**src/core/pwm_output_pkg.sv**
```systemverilog
package pwm_output_pkg;
  // ---------------------------------------------
  // widths and reset values
  // ---------------------------------------------
  localparam int DATA_W = 8;
  localparam logic [7:0] PRESCALE_RESET = 8'h00;
  localparam logic [7:0] COMPARE_RESET = 8'h00;
  localparam logic OUT_ENABLE_RESET = 1'b0;
  // ---------------------------------------------
  // counter limits
  // ---------------------------------------------
  localparam logic [7:0] COUNT_LAST = 8'hfe;
  localparam logic [7:0] COUNT_ZERO = 8'h00;
  localparam logic [7:0] COMPARE_NEVER = 8'hff;
  // oscillator is divided by two before this block sees it
  localparam int OSC_PER_STEP_BASE = 2;
  // ---------------------------------------------
  // power modes
  // ---------------------------------------------
  typedef enum logic [2:0] {
    MODE_RUN = 3'b001,
    MODE_IDLE = 3'b010,
    MODE_DOWN = 3'b100
  } power_mode_t;
endpackage

```
**src/core/pwm_output_generator.sv**
```systemverilog
`timescale 1ns/100ps
// Summary of operation
// - programmable 8-bit prescaler clocks the counter
// - prescaler count is private, counter value is a status output
// - counter runs 0 to 254, wraps
// - output goes high on compare match
// - output goes low at counter zero
// - compare zero keeps output always high
// - compare 255 keeps output always low
// - counter steps every 2*(1+prescale) oscillator cycles
// - low/high ratio is compare/(255-compare)
// - enabled output drives strong high level
// - disabled pin is port bit, counter runs
// - reset clears enable until software sets
// - pin held high in idle/power-down
// - counter frozen during idle mode
// - overflow raises interrupt when not masked
// - interrupt still works with output disabled
module pwm_output_generator (
  // clock and reset (clock is oscillator divided by two)
  input wire logic clock,
  input wire logic srst,
  // software writes
  input wire logic prescaleWrite,
  input wire logic compareWrite,
  input wire logic enableWrite,
  input wire logic [pwm_output_pkg::DATA_W-1:0] writeData,
  input wire logic waveform_irq_enable,
  // power modes
  input wire logic idleMode,
  input wire logic powerDown,
  // ordinary port bit
  input wire logic portLatch,
  // pin
  input wire logic pinIn,
  output logic pinOut,
  output logic pinOe,
  output logic pinPullup,
  output logic portPinValue,
  // status
  output logic [pwm_output_pkg::DATA_W-1:0] waveform_prescale_reg,
  output logic [pwm_output_pkg::DATA_W-1:0] compareReg,
  output logic waveform_output_enable_reg,
  output logic [pwm_output_pkg::DATA_W-1:0] counterValue,
  output logic waveLevel,
  output logic overflowPulse,
  output logic irqRequest
);
  import pwm_output_pkg::*;

  // ---------------------------------------------
  // state
  // ---------------------------------------------
  power_mode_t mode;
  logic step;
  logic next_waveLevel;
  logic next_overflowPulse;
  logic [DATA_W-1:0] next_counterValue;
  logic [DATA_W-1:0] next_prescale;
  logic [DATA_W-1:0] next_compare;
  logic next_enable;
  logic pinSync0;
  logic pinSync1;

  always_comb begin
    if (powerDown) begin
      mode = MODE_DOWN;
    end else if (idleMode) begin
      mode = MODE_IDLE;
    end else begin
      mode = MODE_RUN;
    end
  end

  // ---------------------------------------------
  // prescaler
  // ---------------------------------------------
  pwm_prescaler u_prescaler (
    .clock(clock),
    .srst(srst),
    .run(mode == MODE_RUN),
    .reload(waveform_prescale_reg),
    .step(step)
  );

  // ---------------------------------------------
  // control registers
  // ---------------------------------------------
  always_comb begin
    next_prescale = prescaleWrite ? writeData : waveform_prescale_reg;
    next_compare = compareWrite ? writeData : compareReg;
    next_enable = enableWrite ? writeData[0] : waveform_output_enable_reg;
  end

  always_ff @(posedge clock) begin
    if (srst) begin
      waveform_prescale_reg <= PRESCALE_RESET;
      compareReg <= COMPARE_RESET;
      waveform_output_enable_reg <= OUT_ENABLE_RESET;
    end else begin
      waveform_prescale_reg <= next_prescale;
      compareReg <= next_compare;
      waveform_output_enable_reg <= next_enable;
    end
  end

  // ---------------------------------------------
  // counter and waveform
  // ---------------------------------------------
  always_comb begin
    next_counterValue = counterValue;
    next_waveLevel = waveLevel;
    next_overflowPulse = 1'b0;
    if (step) begin
      if (counterValue == COUNT_LAST) begin
        next_counterValue = COUNT_ZERO;
        next_overflowPulse = 1'b1;
      end else begin
        next_counterValue = counterValue + 8'h01;
      end
      // match wins over zero so compare 0 stays high
      if (next_counterValue == compareReg) begin
        next_waveLevel = 1'b1;
      end else if (next_counterValue == COUNT_ZERO) begin
        next_waveLevel = 1'b0;
      end
    end
  end

  always_ff @(posedge clock) begin
    if (srst) begin
      counterValue <= COUNT_ZERO;
      waveLevel <= 1'b1;
      overflowPulse <= 1'b0;
    end else begin
      counterValue <= next_counterValue;
      waveLevel <= next_waveLevel;
      overflowPulse <= next_overflowPulse;
    end
  end

  // ---------------------------------------------
  // pin input synchroniser
  // ---------------------------------------------
  always_ff @(posedge clock) begin
    if (srst) begin
      pinSync0 <= 1'b1;
      pinSync1 <= 1'b1;
    end else begin
      pinSync0 <= pinIn;
      pinSync1 <= pinSync0;
    end
  end

  // ---------------------------------------------
  // pin drive and interrupt
  // ---------------------------------------------
  always_comb begin
    irqRequest = overflowPulse & waveform_irq_enable;
    portPinValue = pinSync1;
    if (mode != MODE_RUN) begin
      pinOut = 1'b1;
      pinOe = 1'b1;
      pinPullup = 1'b0;
    end else if (waveform_output_enable_reg) begin
      pinOut = waveLevel;
      pinOe = 1'b1;
      pinPullup = 1'b0;
    end else begin
      pinOut = 1'b0;
      pinOe = ~portLatch;
      pinPullup = portLatch;
    end
  end
endmodule // pwm_output_generator

```
**src/core/pwm_prescaler.sv**
```systemverilog
`timescale 1ns/100ps
// one-cycle step pulse every (1 + reload) clock cycles
module pwm_prescaler (
  // clock and reset
  input wire logic clock,
  input wire logic srst,
  // control
  input wire logic run,
  input wire logic [pwm_output_pkg::DATA_W-1:0] reload,
  // step pulse
  output logic step
);
  import pwm_output_pkg::*;

  logic [DATA_W-1:0] count;
  logic [DATA_W-1:0] next_count;

  always_comb begin
    next_count = count;
    step = 1'b0;
    if (run) begin
      if (count >= reload) begin
        next_count = '0;
        step = 1'b1;
      end else begin
        next_count = count + 8'h01;
      end
    end
  end

  always_ff @(posedge clock) begin
    if (srst) begin
      count <= '0;
    end else begin
      count <= next_count;
    end
  end
endmodule // pwm_prescaler

```
**config.mk**
```make
export PLATFORM = sky130hd
export DESIGN_NAME = pwm_output_generator
export DESIGN_NICKNAME = d
export VERILOG_FILES = /design/src/core/pwm_output_pkg.sv /design/src/core/pwm_output_generator.sv /design/src/core/pwm_prescaler.sv
export SDC_FILE = /design/constraint.sdc
export NUM_CORES = 1
export LEC_CHECK = 0
export ABC_AREA = 1
export ABC_CLOCK_PERIOD_IN_PS = 2000
export BUFFER_PORTS_ARGS = -buffer_cell sky130_fd_sc_hd__clkbuf_2
export CAP_MARGIN = 5
export CORE_MARGIN = 5
export CORE_UTILIZATION = 45
export CTS_CLUSTER_DIAMETER = 40
export DETAILED_ROUTE_END_ITERATION = 12
export PLACE_DENSITY = 0.7
export RECOVER_POWER = 50
export SLEW_MARGIN = 20
export SYNTH_ARGS = -nofsm -noshare
export SYNTH_HDL_FRONTEND = slang
export SYNTH_SLANG_ARGS = --single-unit
```
**constraint.sdc**
```tcl
create_clock -name clock -period 2 [get_ports clock]
set_input_delay 0.4 -clock clock [delete_from_list [all_inputs] [get_ports clock]]
set_output_delay 0.4 -clock clock [all_outputs]
set_load 0.03 [all_outputs]
```
==> impl_metrics.tcl <==
set metrics [dict create \
    layout.cells.most_common "nand2_1" \
    io_buffers 49 \
    htreeDepth 2 \
    vias_per_cell 5.01 \
    drtAntennaViolNets 0 \
    synthAdderAreaFrac 0.0731 \
    peakVddDrop_mv 0.346 \
    die_y_um 74.7 \
    grt_first_pass_wirelength_mm 7.69 \
    p_per_area_mw_per_mm2 669 \
    grt_pass1_vias 1732 \
    cts.sinks 37 \
    finalCriticalPeriod_ns 1.83 \
    worstSetupStartpointType "register" \
    track_usage 0.181 \
    place_congestion 0.834 \
    max-clock-path-buffers 2 \
    grt_max_degree 18 \
    core_region_area_sq_mm 0.00403 \
    worst_pin_slew_ns 0.590 \
    hold_class "primary input to register" \
    post_route_cells_drive_above_1_share 0.184 \
    dpl.hpwl_mm 3.73 \
    synth_top_family_by_area "simple AND/OR/NAND/NOR gates" \
    synthesis.instances 260 \
    grt_antenna_before_repair 0 \
    initial_utilization 0.467 \
    n_antenna_cell 0 \
    final_core_util 0.561 \
    tns_ns 0 \
    finalNetCount 345 \
    root_buffer "clkbuf_8" \
    io_pins 50 \
    synth_xor_area_frac 0.0279 \
    hold_viol 0 \
    drt-wirelength-per-cell_um 12.7 \
    r2r_slack_ns 0.17 \
    crit_path_max_fanout 14 \
    comb_power_share 0.159 \
    syn_avg_cell_area_sq_um 7.24 \
    synth_mux_area_frac 0 \
    outcome "finished clean" \
    p_switching_uw 439 \
    crit_arrival_ns 2.02 \
    drt-pass1-iter-count 4 \
    final_cell_mix "nand2_1, inv_1, dfxtp_1, clkbuf_2, nor2_1" \
    drv_slew 0 \
    slew_headroom 0.607 \
    p_sw_frac 0.291 \
    clock_latency_ns 0.29 \
    min_period_over_period 0.915 \
    clock_skew_ns 0.00655 \
    num_rows 23 \
    finalSetupViolCount 0 \
    cp_data_required_time_ns 2.19 \
    end_kind "register" \
    p_leak_uw 0.00110 \
    synth.distinct_cells 24 \
    yosys.area_share.simple 0.272 \
    clkSlewWorstSetupHoldPaths_ns 0.07 \
    syn-num-nets 289 \
    ys_ff_latch 37 \
    fmax_ghz 0.547 \
    stdcell_count 365 \
    drcViolationCount 0 \
    drt_wl_total_mm 4.64 \
    cts_tree "done" \
    p_int_uw 1070 \
    synth_area_leaders "dfxtp_1, nand2_1, inv_1" \
    dp_cells 359 \
    die_w_um 74.7 \
    final_area_sq_mm 0.00226 \
    rsz0062_at_grt "true" \
    synth-compound-area-share 0.139 \
    first_iter_violations 102 \
    drv_cap 0 \
    synth_top_area_cell "dfxtp_1" \
    crit_type "register to register" \
    synthesis.area_sq_mm 0.00188 \
    p_clk_frac 0.319 \
    synth_top_area_share 0.393 \
    num_vias 1830 \
    cts_buffers 5 \
    p_seq_frac 0.522 \
    grt_overflow 0 \
    die-area_sq_mm 0.00558 \
    yosysWarnings 0 \
    timing.hold.ws_ns 0.292 \
    place_area_sq_mm 0.00220 \
    area_growth_pct 19.9 \
    ys_seq_area_frac 0.393 \
]
per-stage QoR:
step	total power, uW	worst slack [ns]
6_report	1510	0.171
5_1_grt	1590	-0.0328
4_1_cts	1530	0.0763
3_5_place_dp	1050	0.0937
3_3_place_gp	1050	0.0896
2_1_floorplan	966	0.112
power groups by stage:
stage / Combinational (uW) / Sequential, uW / Clock [uW]
floorplan: 113 / 853 / 0
finish: 240 / 788 / 482
detailed placement: 247 / 805 / 0
global route: 269 / 793 / 528
CTS: 248 / 788 / 495
global placement: 246 / 803 / 0
synth_stat cells:
cell type / count
nand2_1: 54
o21a_1: 1
nand2_4: 2
nor2_1: 23
nand2_2: 1
nand3_1: 13
xor2_1: 6
nand4_1: 8
nor3b_1: 1
or2_2: 2
ha_1: 11
nand3_2: 2
o21ai_0: 21
inv_1: 38
o22ai_1: 7
a21oi_1: 21
clkbuf_1: 3
buf_6: 1
nand3b_1: 3
nor2_2: 1
buf_2: 1
clkinv_1: 2
dfxtp_1: 37
nor2_4: 1
timing repair:
| action | CTS | global route |
|---|---|---|
| resized for setup | 0 | 7 |
| endpoints found under the setup margin | 0 | 10 |
| hold buffers | 0 | 0 |
| setup buffers | 0 | 0 |
routing by layer:
metal | global-route usage | part of all wire | vias to the layer above
met4 | 0.0771 | 0.024 | 0
li1 | - | - | 959
met1 | 0.224 | 0.46 | 819
met5 | 0 | 0 | -
met2 | 0.294 | 0.46 | 42
met3 | 0.0534 | 0.055 | 10
layout make-up:
cell class	instances	area, sq um
tap	50	62.6
fill	416	1770
sequential	37	743
inverter	40	150
clock buffer	5	68.8
clock inverter	1	5.00
multi-input combinational	178	970
timing repair buffer	54	259
final timing paths:
path | startpoint | endpoint | cells after the start
max | counterValue[0] | waveLevel | 15
max reg2reg | counterValue[0] | waveLevel | 15
min reg2reg | pinSync0 | portPinValue | 1
min | pinIn | pinSync0 | 2
critical path, cell delays in order, from the launching register on:
cell	delay [ns]
dfxtp_2	0.34
inv_2	0.08
ha_1	0.16
nand2_1	0.07
nor2_2	0.16
nand2_4	0.15
nand3_1	0.19
inv_1	0.06
nand2_1	0.06
nand2_1	0.05
nor2_1	0.09
nand3_1	0.11
nand2_1	0.07
nand2_1	0.04
nand2_1	0.05
nand2_1	0.04
cells by family after synthesis:
logic type / count (synthesis)
flip-flops: 37
adder cells (fa/ha/maj): 11
AO/OA/AOI/OAI: 50
buffers and inverters: 45
AND/OR/NAND/NOR: 111
XOR/XNOR: 6
Note: power is estimated with default switching activity, not from simulation.
